`src/hw/adc_ctrl_pkg.sv`:
```
package adc_ctrl_pkg;
	localparam int AXI_AW = 4;
	localparam int DATA_W = 32;
	localparam int RES_W  = 10;
	localparam int CHAN_W = 6;
	localparam int REF_W  = 3;
	localparam int PSC_W  = 3;
	localparam int SRC_W  = 3;
	localparam int GAIN_W = 2;
	localparam int NUM_SRC = 8;

	localparam logic [AXI_AW-1:0] CTRL_A_OFS = 4'h0;
	localparam logic [AXI_AW-1:0] CTRL_B_OFS = 4'h4;
	localparam logic [AXI_AW-1:0] SEL_OFS    = 4'h8;
	localparam logic [AXI_AW-1:0] RESULT_OFS = 4'hC;

	// converter_ctrl_status_a
	localparam int A_ENABLE = 0;
	localparam int A_START  = 1;
	localparam int A_AUTO   = 2;
	localparam int A_FLAG   = 3;
	localparam int A_IRQEN  = 4;
	localparam int A_PSC_LO = 5;
	// converter_ctrl_status_b
	localparam int B_BIPOLAR = 0;
	localparam int B_SRC_LO  = 1;
	localparam int B_GAIN_LO = 4;
	// channel_reference_select_reg
	localparam int S_CHAN_LO = 0;
	localparam int S_REF_LO  = 6;

	localparam logic [GAIN_W-1:0] GAIN_1X  = 2'h0;
	localparam logic [GAIN_W-1:0] GAIN_8X  = 2'h1;
	localparam logic [GAIN_W-1:0] GAIN_20X = 2'h2;
	localparam logic [GAIN_W-1:0] GAIN_32X = 2'h3;

	// Source 0 is the converter's own completion flag
	localparam logic [SRC_W-1:0] SRC_SELF = 3'h0;

	localparam logic [1:0] SAMPLE_TICKS = 2'h3;
	localparam logic [3:0] RES_MSB      = 4'h9;
	localparam logic [RES_W-1:0] MSB_ONLY = 10'h200;

	localparam logic [1:0] RESP_OKAY   = 2'h0;
	localparam logic [1:0] RESP_SLVERR = 2'h2;

	typedef enum logic [1:0] {
		CONV_IDLE,
		CONV_SAMPLE,
		CONV_STEP
	} conv_state_t;
endpackage

```
`src/hw/adc_conversion_control.sv`:
```
`timescale 1ns/100ps
module adc_conversion_control (
	input  wire logic                               sys_clk,
	input  wire logic                               srst,
	input  wire logic [adc_ctrl_pkg::AXI_AW-1:0]    s_axi_awaddr,
	input  wire logic                               s_axi_awvalid,
	output logic                                    s_axi_awready,
	input  wire logic [adc_ctrl_pkg::DATA_W-1:0]    s_axi_wdata,
	input  wire logic [3:0]                         s_axi_wstrb,
	input  wire logic                               s_axi_wvalid,
	output logic                                    s_axi_wready,
	output logic [1:0]                              s_axi_bresp,
	output logic                                    s_axi_bvalid,
	input  wire logic                               s_axi_bready,
	input  wire logic [adc_ctrl_pkg::AXI_AW-1:0]    s_axi_araddr,
	input  wire logic                               s_axi_arvalid,
	output logic                                    s_axi_arready,
	output logic [adc_ctrl_pkg::DATA_W-1:0]         s_axi_rdata,
	output logic [1:0]                              s_axi_rresp,
	output logic                                    s_axi_rvalid,
	input  wire logic                               s_axi_rready,
	input  wire logic [adc_ctrl_pkg::NUM_SRC-1:0]   trigger_flags,
	input  wire logic                               cpu_halted,
	input  wire logic                               quiet_sleep_mode,
	input  wire logic                               comp_high,
	output logic [adc_ctrl_pkg::RES_W-1:0]          dac_code,
	output logic                                    sample_hold,
	output logic [adc_ctrl_pkg::CHAN_W-1:0]         active_channel,
	output logic [adc_ctrl_pkg::REF_W-1:0]          active_reference,
	output logic [adc_ctrl_pkg::GAIN_W-1:0]         active_gain,
	output logic                                    active_bipolar,
	output logic                                    converter_powered,
	output logic                                    irq_req
);
	import adc_ctrl_pkg::*;

	typedef struct packed {
		logic                 awready;
		logic                 wready;
		logic                 arready;
		logic                 aw_full;
		logic [AXI_AW-1:0]    aw_addr;
		logic                 w_full;
		logic [DATA_W-1:0]    w_data;
		logic [3:0]           w_strb;
		logic                 bvalid;
		logic [1:0]           bresp;
		logic                 rvalid;
		logic [DATA_W-1:0]    rdata;
		logic [1:0]           rresp;
		logic                 enable;
		logic                 start;
		logic                 auto_trig;
		logic                 flag;
		logic                 irq_en;
		logic [PSC_W-1:0]     presc;
		logic                 bipolar;
		logic [SRC_W-1:0]     trig_src;
		logic [GAIN_W-1:0]    gain;
		logic [CHAN_W-1:0]    channel;
		logic [REF_W-1:0]     reference;
		logic [RES_W-1:0]     result;
		conv_state_t          state;
		logic [3:0]           bit_idx;
		logic [1:0]           sample_cnt;
		logic [RES_W-1:0]     trial;
		logic [CHAN_W-1:0]    act_channel;
		logic [REF_W-1:0]     act_ref;
		logic [GAIN_W-1:0]    act_gain;
		logic                 act_bipolar;
		logic                 sample_hold;
		logic                 trig_prev;
		logic                 halt_prev;
		logic                 powered;
		logic                 irq;
	} ctrl_state_t;

	ctrl_state_t s_reg;
	ctrl_state_t s_next;
	logic        adc_tick;

	adc_prescaler adc_prescaler_i (
		.sys_clk (sys_clk),
		.srst    (srst),
		.run     (s_reg.enable),
		.select  (s_reg.presc),
		.tick    (adc_tick)
	);

	function automatic logic [DATA_W-1:0] read_word(
		input ctrl_state_t s,
		input logic [AXI_AW-1:0] addr
	);
		logic [DATA_W-1:0] w;
		w = '0;
		case (addr)
			CTRL_A_OFS: begin
				w[A_ENABLE] = s.enable;
				w[A_START] = s.start;
				w[A_AUTO] = s.auto_trig;
				w[A_FLAG] = s.flag;
				w[A_IRQEN] = s.irq_en;
				w[A_PSC_LO +: PSC_W] = s.presc;
			end
			CTRL_B_OFS: begin
				w[B_BIPOLAR] = s.bipolar;
				w[B_SRC_LO +: SRC_W] = s.trig_src;
				w[B_GAIN_LO +: GAIN_W] = s.gain;
			end
			SEL_OFS: begin
				w[S_CHAN_LO +: CHAN_W] = s.channel;
				w[S_REF_LO +: REF_W] = s.reference;
			end
			RESULT_OFS: begin
				w[RES_W-1:0] = s.result;
			end
			default: begin
				w = '0;
			end
		endcase
		return w;
	endfunction

	function automatic logic mapped(input logic [AXI_AW-1:0] addr);
		return addr == CTRL_A_OFS || addr == CTRL_B_OFS ||
			addr == SEL_OFS || addr == RESULT_OFS;
	endfunction

	always_comb begin
		logic sel_level;
		logic trig_edge;
		logic halt_edge;
		logic do_write;
		logic sw_start;
		logic done;
		logic flag_clear;
		logic [RES_W-1:0] t;
		sel_level = 1'b0;
		trig_edge = 1'b0;
		halt_edge = 1'b0;
		do_write = 1'b0;
		sw_start = 1'b0;
		done = 1'b0;
		flag_clear = 1'b0;
		t = s_reg.trial;
		s_next = s_reg;

		// Write channel: address and data taken in either order
		if (s_axi_awvalid && s_reg.awready) begin
			s_next.aw_full = 1'b1;
			s_next.aw_addr = s_axi_awaddr;
		end
		if (s_axi_wvalid && s_reg.wready) begin
			s_next.w_full = 1'b1;
			s_next.w_data = s_axi_wdata;
			s_next.w_strb = s_axi_wstrb;
		end
		if (s_reg.bvalid && s_axi_bready) begin
			s_next.bvalid = 1'b0;
		end
		do_write = s_reg.aw_full && s_reg.w_full && !s_reg.bvalid;
		if (do_write) begin
			s_next.aw_full = 1'b0;
			s_next.w_full = 1'b0;
			s_next.bvalid = 1'b1;
			s_next.bresp = mapped(s_reg.aw_addr) ? RESP_OKAY : RESP_SLVERR;
			if (s_reg.w_strb[0]) begin
				case (s_reg.aw_addr)
					CTRL_A_OFS: begin
						s_next.enable = s_reg.w_data[A_ENABLE];
						s_next.auto_trig = s_reg.w_data[A_AUTO];
						s_next.irq_en = s_reg.w_data[A_IRQEN];
						s_next.presc = s_reg.w_data[A_PSC_LO +: PSC_W];
						sw_start = s_reg.w_data[A_START];
						flag_clear = s_reg.w_data[A_FLAG];
					end
					CTRL_B_OFS: begin
						s_next.bipolar = s_reg.w_data[B_BIPOLAR];
						s_next.trig_src = s_reg.w_data[B_SRC_LO +: SRC_W];
						s_next.gain = s_reg.w_data[B_GAIN_LO +: GAIN_W];
					end
					SEL_OFS: begin
						// Takes effect when the next conversion latches it
						s_next.channel = s_reg.w_data[S_CHAN_LO +: CHAN_W];
						s_next.reference[1:0] = s_reg.w_data[S_REF_LO +: 2];
					end
					default: begin
					end
				endcase
			end
			if (s_reg.w_strb[1] && s_reg.aw_addr == SEL_OFS) begin
				s_next.reference[2] = s_reg.w_data[S_REF_LO + 2];
			end
		end

		// Read channel
		if (s_reg.rvalid && s_axi_rready) begin
			s_next.rvalid = 1'b0;
		end
		if (s_axi_arvalid && s_reg.arready) begin
			s_next.rvalid = 1'b1;
			s_next.rdata = read_word(s_reg, s_axi_araddr);
			s_next.rresp = mapped(s_axi_araddr) ? RESP_OKAY : RESP_SLVERR;
		end

		// Flags of other units act as triggers whatever their masks
		sel_level = trigger_flags[s_reg.trig_src];
		s_next.trig_prev = sel_level;
		trig_edge = sel_level && !s_reg.trig_prev;
		s_next.halt_prev = cpu_halted && quiet_sleep_mode;
		halt_edge = cpu_halted && quiet_sleep_mode && !s_reg.halt_prev;

		case (s_reg.state)
			CONV_IDLE: begin
				s_next.sample_hold = 1'b0;
				if (s_reg.enable && (sw_start ||
					(s_reg.auto_trig && s_reg.trig_src != SRC_SELF &&
					trig_edge) ||
					(!s_reg.auto_trig && s_reg.irq_en && halt_edge))) begin
					s_next.state = CONV_SAMPLE;
					s_next.start = 1'b1;
					s_next.sample_cnt = 2'h0;
				end
			end
			CONV_SAMPLE: begin
				// Edges during a conversion are dropped, not queued
				s_next.sample_hold = 1'b1;
				if (adc_tick) begin
					if (s_reg.sample_cnt == 2'h0) begin
						// Latched one converter clock after start
						s_next.act_channel = s_reg.channel;
						s_next.act_ref = s_reg.reference;
						s_next.act_gain = s_reg.gain;
						s_next.act_bipolar = s_reg.bipolar;
					end
					s_next.sample_cnt = s_reg.sample_cnt + 2'h1;
					if (s_reg.sample_cnt == SAMPLE_TICKS - 2'h1) begin
						s_next.state = CONV_STEP;
						s_next.sample_hold = 1'b0;
						s_next.trial = MSB_ONLY;
						s_next.bit_idx = RES_MSB;
					end
				end
			end
			CONV_STEP: begin
				if (adc_tick) begin
					// Input below trial clears the bit; a negative
					// unipolar difference ends at zero
					if (!comp_high) begin
						t[s_reg.bit_idx] = 1'b0;
					end
					// Input above reference keeps every bit
					if (s_reg.bit_idx == 4'h0) begin
						done = 1'b1;
					end else begin
						t[s_reg.bit_idx - 4'h1] = 1'b1;
						s_next.bit_idx = s_reg.bit_idx - 4'h1;
					end
					s_next.trial = t;
				end
			end
			default: begin
				s_next.state = CONV_IDLE;
			end
		endcase

		if (done) begin
			// Offset binary to two's complement; bit nine is the sign
			s_next.result = s_reg.act_bipolar ?
				{~t[RES_W-1], t[RES_W-2:0]} : t;
			s_next.state = CONV_IDLE;
			s_next.start = 1'b0;
			if (s_reg.auto_trig && s_reg.trig_src == SRC_SELF) begin
				// Free-running ignores whether the flag was cleared
				s_next.state = CONV_SAMPLE;
				s_next.start = 1'b1;
				s_next.sample_cnt = 2'h0;
			end
		end

		// Set beats clear in the same cycle
		if (done) begin
			s_next.flag = 1'b1;
		end else if (flag_clear) begin
			s_next.flag = 1'b0;
		end

		if (!s_next.enable) begin
			s_next.state = CONV_IDLE;
			s_next.start = 1'b0;
			s_next.sample_hold = 1'b0;
		end
		// Stays powered in any sleep mode; only enable gates it
		s_next.powered = s_next.enable;
		// Raised regardless of CPU wake state
		s_next.irq = s_next.flag && s_next.irq_en;

		s_next.awready = !s_next.aw_full && !s_next.bvalid;
		s_next.wready = !s_next.w_full && !s_next.bvalid;
		s_next.arready = !s_next.rvalid;
	end

	always_ff @(posedge sys_clk) begin
		if (srst) begin
			s_reg <= '0;
		end else begin
			s_reg <= s_next;
		end
	end

	assign s_axi_awready = s_reg.awready;
	assign s_axi_wready = s_reg.wready;
	assign s_axi_bvalid = s_reg.bvalid;
	assign s_axi_bresp = s_reg.bresp;
	assign s_axi_arready = s_reg.arready;
	assign s_axi_rvalid = s_reg.rvalid;
	assign s_axi_rdata = s_reg.rdata;
	assign s_axi_rresp = s_reg.rresp;
	assign dac_code = s_reg.trial;
	assign sample_hold = s_reg.sample_hold;
	assign active_channel = s_reg.act_channel;
	assign active_reference = s_reg.act_ref;
	assign active_gain = s_reg.act_gain;
	assign active_bipolar = s_reg.act_bipolar;
	assign converter_powered = s_reg.powered;
	assign irq_req = s_reg.irq;
endmodule

```
`src/hw/adc_prescaler.sv`:
```
`timescale 1ns/100ps
module adc_prescaler (
	input  wire logic                      sys_clk,
	input  wire logic                      srst,
	input  wire logic                      run,
	input  wire logic [adc_ctrl_pkg::PSC_W-1:0] select,
	output logic                           tick
);
	import adc_ctrl_pkg::*;

	typedef struct packed {
		logic [7:0] count;
		logic       tick;
	} psc_state_t;

	psc_state_t s_reg;
	psc_state_t s_next;
	logic [7:0] limit;

	always_comb begin
		// Divide by 2, 4, ... 256
		limit = 8'((9'h002 << select) - 9'h001);
		s_next = s_reg;
		s_next.tick = 1'b0;
		if (!run) begin
			s_next.count = 8'h00;
		end else if (s_reg.count >= limit) begin
			s_next.count = 8'h00;
			s_next.tick = 1'b1;
		end else begin
			s_next.count = s_reg.count + 8'h01;
		end
	end

	always_ff @(posedge sys_clk) begin
		if (srst) begin
			s_reg <= '0;
		end else begin
			s_reg <= s_next;
		end
	end

	assign tick = s_reg.tick;
endmodule

```
`config.mk`:
```
export PLATFORM = sky130hd
export DESIGN_NAME = adc_conversion_control
export DESIGN_NICKNAME = d
export VERILOG_FILES = /design/src/hw/adc_ctrl_pkg.sv /design/src/hw/adc_conversion_control.sv /design/src/hw/adc_prescaler.sv
export SDC_FILE = /design/constraint.sdc
export NUM_CORES = 1
export LEC_CHECK = 0
export ABC_AREA = 0
export BUFFER_PORTS_ARGS = -buffer_cell sky130_fd_sc_hd__buf_2
export CORE_MARGIN = 1
export CORE_UTILIZATION = 35
export DETAILED_ROUTE_END_ITERATION = 8
export HOLD_SLACK_MARGIN = 0.12
export PLACE_DENSITY_LB_ADDON = 0.25
export SETUP_SLACK_MARGIN = 0.4
export SYNTH_ARGS = -nofsm -noshare
export SYNTH_HDL_FRONTEND = slang
export SYNTH_SLANG_ARGS = --single-unit
```
`constraint.sdc`:
```
create_clock -name sys_clk -period 5.9 [get_ports sys_clk]
set_input_delay 0.59 -clock sys_clk [delete_from_list [all_inputs] [get_ports sys_clk]]
set_output_delay 0.59 -clock sys_clk [all_outputs]
set_load 0.1 [all_outputs]
```
* After elaboration in Yosys (flattened, before gate mapping)
Index checks and enable logic that the tools add are counted.
** Cells by class
- Add/subtract/negate cells :: 4
- $lt $le $gt $ge :: 6
- Eq/ne operators :: 17
- Shifts and indexed selects :: 1
- Muxes and demuxes :: 72
- Bitwise gates (word level) :: 6
- Reductions and logical operators :: 61
** Operator list (number)
- 10-bit two-way mux :: 8
- 37-bit two-way mux :: 1
- 35-bit two-way mux :: 1
- 31-bit two-way mux :: 1
- 1-bit two-way mux :: 30
- 6-bit case mux with 4 select lines :: 1
- 1-bit logical AND :: 22
- 10-bit case mux with 2 select lines :: 1
- 19-bit two-way mux :: 1
- 2-bit two-way mux :: 9
- 6-bit two-way mux :: 3
- 4-bit equality test (second input constant) :: 4
- 16-bit two-way mux :: 1
- 3-bit AND reduction :: 5
- 4-bit logical NOT :: 3
- 12-bit two-way mux :: 1
- 4-bit two-way mux :: 3
- 2-bit case mux with 3 select lines :: 2
- 10-bit AND :: 1
- 4-bit by 5-bit < comparator with 1-bit output (second input constant) :: 2
- 10-bit inverter :: 1
- 10-bit OR :: 1
- 8-bit by 1-bit adder with 8-bit output (second input constant) :: 1
- 1-bit demux with 4-bit select :: 2
- 32 further kinds :: 62
** Storage, ports and cells
- Register bits :: 137
- Input bits :: 62
- Output and inout port bits :: 66
- Logic and storage cells :: 207

* Depth between registers and ports, before layout
Gate-level depths: netlist of run 1.
- Depth after elaboration :: 15
- Depth in mapped cells :: 13
- Gate-level depth less buffers :: 11

* Hierarchy
A second synthesis of run 1 with hierarchy kept.
** Unflattened totals
- Cells, all modules :: 618
- Area, all modules :: 5393.9 µm²
** Modules (own cells, without submodules)
- adc_conversion_control :: instances 1, cells an instance 558, area an instance 4813.4 µm², sequential area each 2021.9 µm²
- adc_prescaler :: instances 1, cells an instance 60, area an instance 580.6 µm², sequential area each 180.2 µm²

* Least setup slack after synthesis of run 1
Ideal clock, no wire load.
- Kind :: reg2reg
- Start :: register s_reg[62] in the netlist's numbering
- End :: register adc_prescaler_i.s_reg[1] in the netlist's numbering
- Library setup time :: 86 ps
- Arrival :: 2497 ps
- Required time :: 5814 ps
- Path slack :: 3318 ps
- Cell stages (with the launch flop) :: 12
- Buffers on the path :: 2
- Period minus slack after synthesis :: 2582 ps
- Cell sequence :: dfxtp_1 > clkbuf_1 > or3_1 > ha_1 > clkbuf_1 > nor3_1 > a21oi_1 > o21a_1 > ha_1 > a2111oi_0 > o21bai_1 > a211oi_1
** Between the ends
- Cells in the longest elaborated chain, start to end :: 4
** RTL lines
- start, declared :: line adc_conversion_control.sv:78 : ctrl_state_t s_reg;
- start signal, assigned :: line adc_conversion_control.sv:307 : s_reg <= s_next;
- 2-bit by 3-bit << shifter with 8-bit output :: line adc_prescaler.sv:22 : limit = 8'((9'h002 << select) - 9'h001);
- 8-bit by 1-bit subtractor with 8-bit output :: line adc_prescaler.sv:22
- 8-bit greater-or-equal comparator :: line adc_prescaler.sv:27 : end else if (s_reg.count >= limit) begin
- 3-bit OR reduction (no source line)
- end signal, assigned :: line adc_prescaler.sv:39 : s_reg <= s_next;
- end, declared :: line adc_prescaler.sv:16 : psc_state_t s_reg;
No other way between the ends.
A chain may end at the register's enable or synchronous reset.

* Worst setup path in the final report of run 1
- Start :: register s_reg[62] in the netlist's numbering
- End :: register adc_prescaler_i.s_reg[7] in the netlist's numbering
Same word-level chain as after synthesis.

==> metrics, run 1 <==
run status=finished clean; Largest register FFs=slightly below 60; DP HPWL=9250 um; top-area cell type share of the netlist area=40.7%; clk buf depth=2; antenna violations before repair=0; number of synthesized flops with an enable pin=0; Critical Path Source Type=flip-flop; largest net degree at the start of global routing=99; Hold Path Class=flip-flop to flip-flop; WHS Path Cells=2; VDD IR max=roughly 150 uV; Worst Tran Pin Value=1040 ps; FF+latch area=2200 sq um; max-slew violations=0; reg-to-reg critical path startpoint=s_reg[62]$_SDFFE_PP0P_; multi-input logic area=2690 sq um; Slew headroom=between 30% and 40%; port bufs=78; Critical R2R Capture=adc_prescaler_i.s_reg[7]$_SDFF_PP0_; HP Start=active_channel[1]$_SDFFE_PP0P_; H-tree Lvls=3; initial core utilization=35.7%; Pleak=approximately 2.3 nW; critical path class=flip-flop to flip-flop; final period utilization=49.5%; die area=15900 sq um; CTS Buf Count=9; worst reg-to-reg path cell count=9; post-route DRC violation count=0; sequential share of the synthesized area=40.7%; WL/cell=15.0 um; R2R Setup Slk=2980 ps; final instance area=5840 sq um; Tmin final=2920 ps; fill count=1544; RSZ-0062 raised after global routing=false; initial DRC count=327; Resized cells post-CTS=0; Placer Congestion=between 0.8 and 0.9; Tot GR Track Use=16.2%; Post-Syn Area=5410 sq um; area post-placement=5570 sq um; #FFs+latches synth=110; Fin Setup TNS=0 ps; total of max-cap violations=0; ANT nets after route=0; global-route wire length before repair=20600 um; clock-pin slew on the worst setup and hold paths=70 ps; detailed-route via count=around 4300; top_reg_cell synth=dfxtp_1; Placed Instances=828; FMAX=approximately 340 MHz; pwr dens=252 nW/um^2; Synth cell types=57; syn avg cell area=8.59 sq um; Cell Count, Final, Fillers Out=843; core box area=~15000 sq um; asr flop ratio synth=0%; total overflow reported by the global router=0; clock latency on the worst-skew pair=350 ps; Worst Setup End Kind=flip-flop; final WL=approximately 13000 um; Final #Nets=730; WP data required=6160 ps; Area growth syn-to-layout=7.96%; Yosys top cell by area=dfxtp_1; warnings from Yosys=0; Hold Buf Count CTS=0; die width=126 um; # setup viols final=0; drt first pass iters=5; Hold Violations, Final=0; proportion of layout cells with a drive suffix above 1=between 10% and 20%; CTS tree=done; row cnt=45; clock root buffer master=clkbuf_16; Worst Hold End=active_channel[1]$_SDFFE_PP0P_; Avg Vias per Cell=about 5; ant diodes=0; vias in the first global route=4057; I/O Pins=between 100 and 150; Setup Buffers After CTS=0; chip height=approximately 130 um; Data arrival, critical path=3180 ps; gate count of the mapped netlist=629; Area contributors post-synth=dfxtp_1, buf_4, nand2_1, nor2_1, mux2i_1; total clock sinks=110; Setup Skew=about 9 ps; Critical Path Fanout Max=8
==> synth_stat cells, types with 10 or more instances <==
| cell type | number |
|---|---|
| ha_1 | 17 |
| nand2_1 | 90 |
| o21ai_0 | 19 |
| nor2b_1 | 10 |
| a211oi_1 | 16 |
| dfxtp_1 | 110 |
| nand3_1 | 12 |
| buf_4 | 57 |
| a21oi_1 | 43 |
| nor2_1 | 68 |
| clkbuf_1 | 32 |
| inv_1 | 10 |
| mux2i_1 | 24 |
| nor3_1 | 13 |
==> through the flow <==
stage                     hold slack [ps]  util (%)  setup WS (ps)  power [mW]
after floorplan                       436         -           3320       0.911
after global placement                442      36.8           3180       0.922
after detailed placement              446      36.8           3020       0.924
after CTS                             456      38.5           2980        1.48
after global routing                  477      38.5           2740        1.53
final                                 453      38.5           2980        1.47
==> logic make-up after synthesis <==
| logic type | share of synthesized area (%) |
|---|---|
| buffers and inverters | 11.1 |
| multiplexers | 7.99 |
| AO/OA/AOI/OAI | 14.9 |
| XOR/XNOR | 1.30 |
| flip-flops | 40.7 |
| adder cells (fa/ha/maj) | 3.94 |
| other | 0.0694 |
| AND/OR/NAND/NOR | 20.0 |
==> per-layer routing <==
layer / vias to the layer above / GRT usage, % / routed length, um
met5: - / 0 / 0
met3: 11 / 2.93 / 537
met4: 0 / 4.54 / 125
met1: 2022 / 22.5 / 6220
met2: 116 / 25.8 / 5770
li1: 2155 / - / -
==> critical path, stage by stage, from the launching register on <==
cell and delay (ps):
dfxtp_1 400, or3_1 440, ha_1 280, nor3_1 190
a21oi_1 80, o21a_1 180, ha_1 190, a2111oi_0 430
o21bai_1 320, a211oi_1 310
==> final cells by class <==
cell class / count / area share [%]
Tap cell: 188 / 4.03
Sequential cell: 110 / 37.7
Multi-Input combinational cell: 440 / 46.1
Inverter: 11 / 0.729
Timing Repair Buffer: 79 / 6.82
Clock buffer: 10 / 3.92
Clock inverter: 5 / 0.643
==> power breakdown <==
part	switching (mW)	internal (mW)	leakage, nW
Clock	0.279	0.285	0.125
Sequential	0.00870	0.752	0.889
Combinational	0.122	0.0227	1.31
Total	0.410	1.06	2.33
==> cell usage in the layout (no fill, tap or decap), types with 7 or more instances in the layout <==
cell type	instances
dfxtp_1	110
nand2_1	90
buf_2	78
nor2_1	68
a21oi_1	43
mux2i_1	24
conb_1	24
o21ai_0	19
ha_1	17
a211oi_1	16
nor3_1	13
nand3_1	12
inv_1	10
nor2b_1	10
clkbuf_16	9
nand2b_1	8
a22oi_1	8
mux4_2	7
==> worst max-delay path by stage <==
stage,start,end,cells after the start
6_report,s_reg[62]$_SDFFE_PP0P_,adc_prescaler_i.s_reg[7]$_SDFF_PP0_,9
2_1_floorplan,s_reg[62]$_SDFFE_PP0P_,adc_prescaler_i.s_reg[1]$_SDFF_PP0_,11
3_5_place_dp,s_reg[62]$_SDFFE_PP0P_,adc_prescaler_i.s_reg[6]$_SDFF_PP0_,9
4_1_cts,s_reg[62]$_SDFFE_PP0P_,adc_prescaler_i.s_reg[7]$_SDFF_PP0_,9
3_3_place_gp,s_reg[62]$_SDFFE_PP0P_,adc_prescaler_i.s_reg[6]$_SDFF_PP0_,9
5_1_grt,s_reg[62]$_SDFFE_PP0P_,adc_prescaler_i.s_reg[4]$_SDFF_PP0_,9
Power figures use the tool's default switching activity.
==> run 2, diff against run 1 <==
==> constraint.sdc (replaced) <==
create_clock -name sys_clk -period 3.01 [get_ports sys_clk]
set_input_delay 0.301 -clock sys_clk [delete_from_list [all_inputs] [get_ports sys_clk]]
set_output_delay 0.301 -clock sys_clk [all_outputs]
set_load 0.1 [all_outputs]
==> run 2 against run 1 <==
Clock skew barely moved; power up 110%; clock power grew 130%; worst setup slack lost 2500 ps; global-route usage shrank 0.12 points; critical path depth is 2 lower; sequential share of layout area shrank 0.92 points; register-to-register slack worse by 2500 ps; wire length increased by 0.82%; combinational power increased by 98%.
==> metrics, run 2 (synthesis gave the netlist of run 1 again) <==
run status=finished clean; die area=15900 sq um (unchanged); chip height=126 um (unchanged); global-route wire length before repair=20400 um (-0.97%); proportion of layout cells with a drive suffix above 1=18.5% (+1.8 points); Hold Buf Count CTS=0 (unchanged); Critical Path Fanout Max=8 (unchanged); most frequent cells in the layout=dfxtp_1, nand2_1, buf_2; pwr dens=516 nW/um^2 (+100%); Tot GR Track Use=16.1% (-0.12 points); CTS tree=done; Largest register FFs=59 (unchanged); critical path class=flip-flop to flip-flop; row cnt=45 (unchanged); core box area=15100 sq um (unchanged); Pleak=2.41 nW (+3.4%); VDD IR max=274 uV (+88%); detailed-route via count=4355 (+1.2%); Fin Setup TNS=0 ps (unchanged); RSZ-0062 raised after global routing=false; I/O Pins=128 (unchanged); antenna violations before repair=0 (unchanged); clock root buffer master=clkbuf_16; CTS Buf Count=9 (unchanged); initial DRC count=376 (+15%); drt first pass iters=5 (unchanged); largest net degree at the start of global routing=32 (-68%); max-slew violations=0 (unchanged); Hold Violations, Final=0 (unchanged); Critical Path Source Type=flip-flop; ANT nets after route=0 (unchanged); ant diodes=0 (unchanged); clock-pin slew on the worst setup and hold paths=80 ps (about the same); DP HPWL=9600 um (+3.8%); Slowest-stage cell, CP=a2111oi_4; port bufs=78 (unchanged); final instance area=5980 sq um (+2.5%); commonest non-fill, non-tap cell in the layout=dfxtp_1; total of max-cap violations=0 (unchanged); WP data required=3270 ps (-2890 ps); post-route DRC violation count=0 (unchanged); WL/cell=15.0 um (+0.11%); final WL=12800 um (+0.82%); Avg Vias per Cell=5.13 (+0.47%); H-tree Lvls=3 (unchanged); sequence of cells on the critical path=or3_1 -> ha_2 -> ha_1 -> a21o_1 -> a2111oi_4 -> o21bai_4 -> a211oi_1; clock latency on the worst-skew pair=350 ps (about the same); Area growth syn-to-layout=10.6%; Data arrival, critical path=2740 ps (-440 ps); total clock sinks=110 (unchanged); Final #Nets=735 (+0.68%); total overflow reported by the global router=0 (unchanged); Slowest Stage Delay on Critical Path=450 ps (about the same); Placer Congestion=0.864 (-3.1%); Worst Path Buf+Inv=0 (unchanged); final period utilization=82.4% (+33 points); initial core utilization=35.7% (unchanged); die width=126 um (unchanged); Tmin final=2480 ps (-439 ps); HP Start=s_axi_wstrb[1]; Hold Path Class=primary input to flip-flop; FMAX=403 MHz (+18%); Slew headroom=59.7% (+30 points); Setup Skew=9.13 ps (+0.0240 ps); CP top delay family=compound AO/OA/AOI/OAI gates; Worst Setup SP=s_reg[62]$_SDFFE_PP0P_; Setup Buffers After CTS=0 (unchanged); Worst Tran Pin Value=605 ps (-436 ps); vias in the first global route=3997 (-1.5%); clk buf depth=2 (unchanged); area post-placement=5610 sq um (+0.67%); reg-to-reg critical path startpoint=s_reg[62]$_SDFFE_PP0P_; Worst Setup End Kind=flip-flop; # setup viols final=0 (unchanged)
## run 2: cell count changes in the layout (fill, tap and decap cells not counted), sizes merged
cell	delta
inv	+4
clkinvlp	-2
clkbuf	-1
buf	+5
clkinv	-2
bufinv	+2
## run 2: path summary, 6_finish.rpt
kind,cells after the start,slack [ps],endpoint
max,7,530,adc_prescaler_i.s_reg[7]$_SDFF_PP0_
min,3,190,s_reg[107]$_SDFFE_PP0P_
max reg2reg,7,530,adc_prescaler_i.s_reg[7]$_SDFF_PP0_
min reg2reg,2,450,active_reference[0]$_SDFFE_PP0P_
## run 2: repair_timing
| item | in CTS | in global routing |
|---|---|---|
| hold endpoints to repair | 0 | 0 |
| gates resized for setup | 4 | 6 |
| setup endpoints to repair | 8 | 8 |
## run 2: final cells by class
cell class | count | area [sq um]
fill | 1495 | 9170
timing repair buffer | 84 | 435
multi-input combinational | 440 | 2740
clock inverter | 7 | 103
inverter | 11 | 42.5
clock buffer | 9 | 225
sequential | 110 | 2200
tap | 188 | 235
## run 2: worst register-to-register path, delay by kind of cell, from the launching register on
family                   cells  cell delay, ps
AND/OR/NAND/NOR              1             420
flip-flops                   1             390
adder cells (fa/ha/maj)      2             550
AO/OA/AOI/OAI                4            1050
## run 2: metal layers
layer | wire length (um) | global-route usage, % | vias up
met2 | 5970 | 26.1 | 122
met5 | 0 | 0 | -
li1 | - | - | 2156
met4 | 168 | 4.68 | 0
met3 | 442 | 2.76 | 14
met1 | 6180 | 22.0 | 2063
## run 2: metrics by stage
stage / util, % / setup slack (ps) / power [mW] / cells / hold slack [ps]
final: 39.5 / 529 / 3.08 / 849 / 191
after CTS: 39.2 / 425 / 3.12 / 849 / 188
after detailed placement: 37.0 / 73.8 / 1.81 / 833 / 446
after floorplan: - / 428 / 1.79 / 652 / 436
after global placement: 37.0 / 376 / 1.81 / 833 / 441
after global routing: 39.5 / 402 / 3.20 / 849 / 187
## run 2: where the power goes
group	internal (mW)	switching, mW	leakage, nW
clock network	0.744	0.563	0.163
logic	0.0464	0.241	1.35
registers	1.47	0.0170	0.889
total	2.26	0.821	2.41
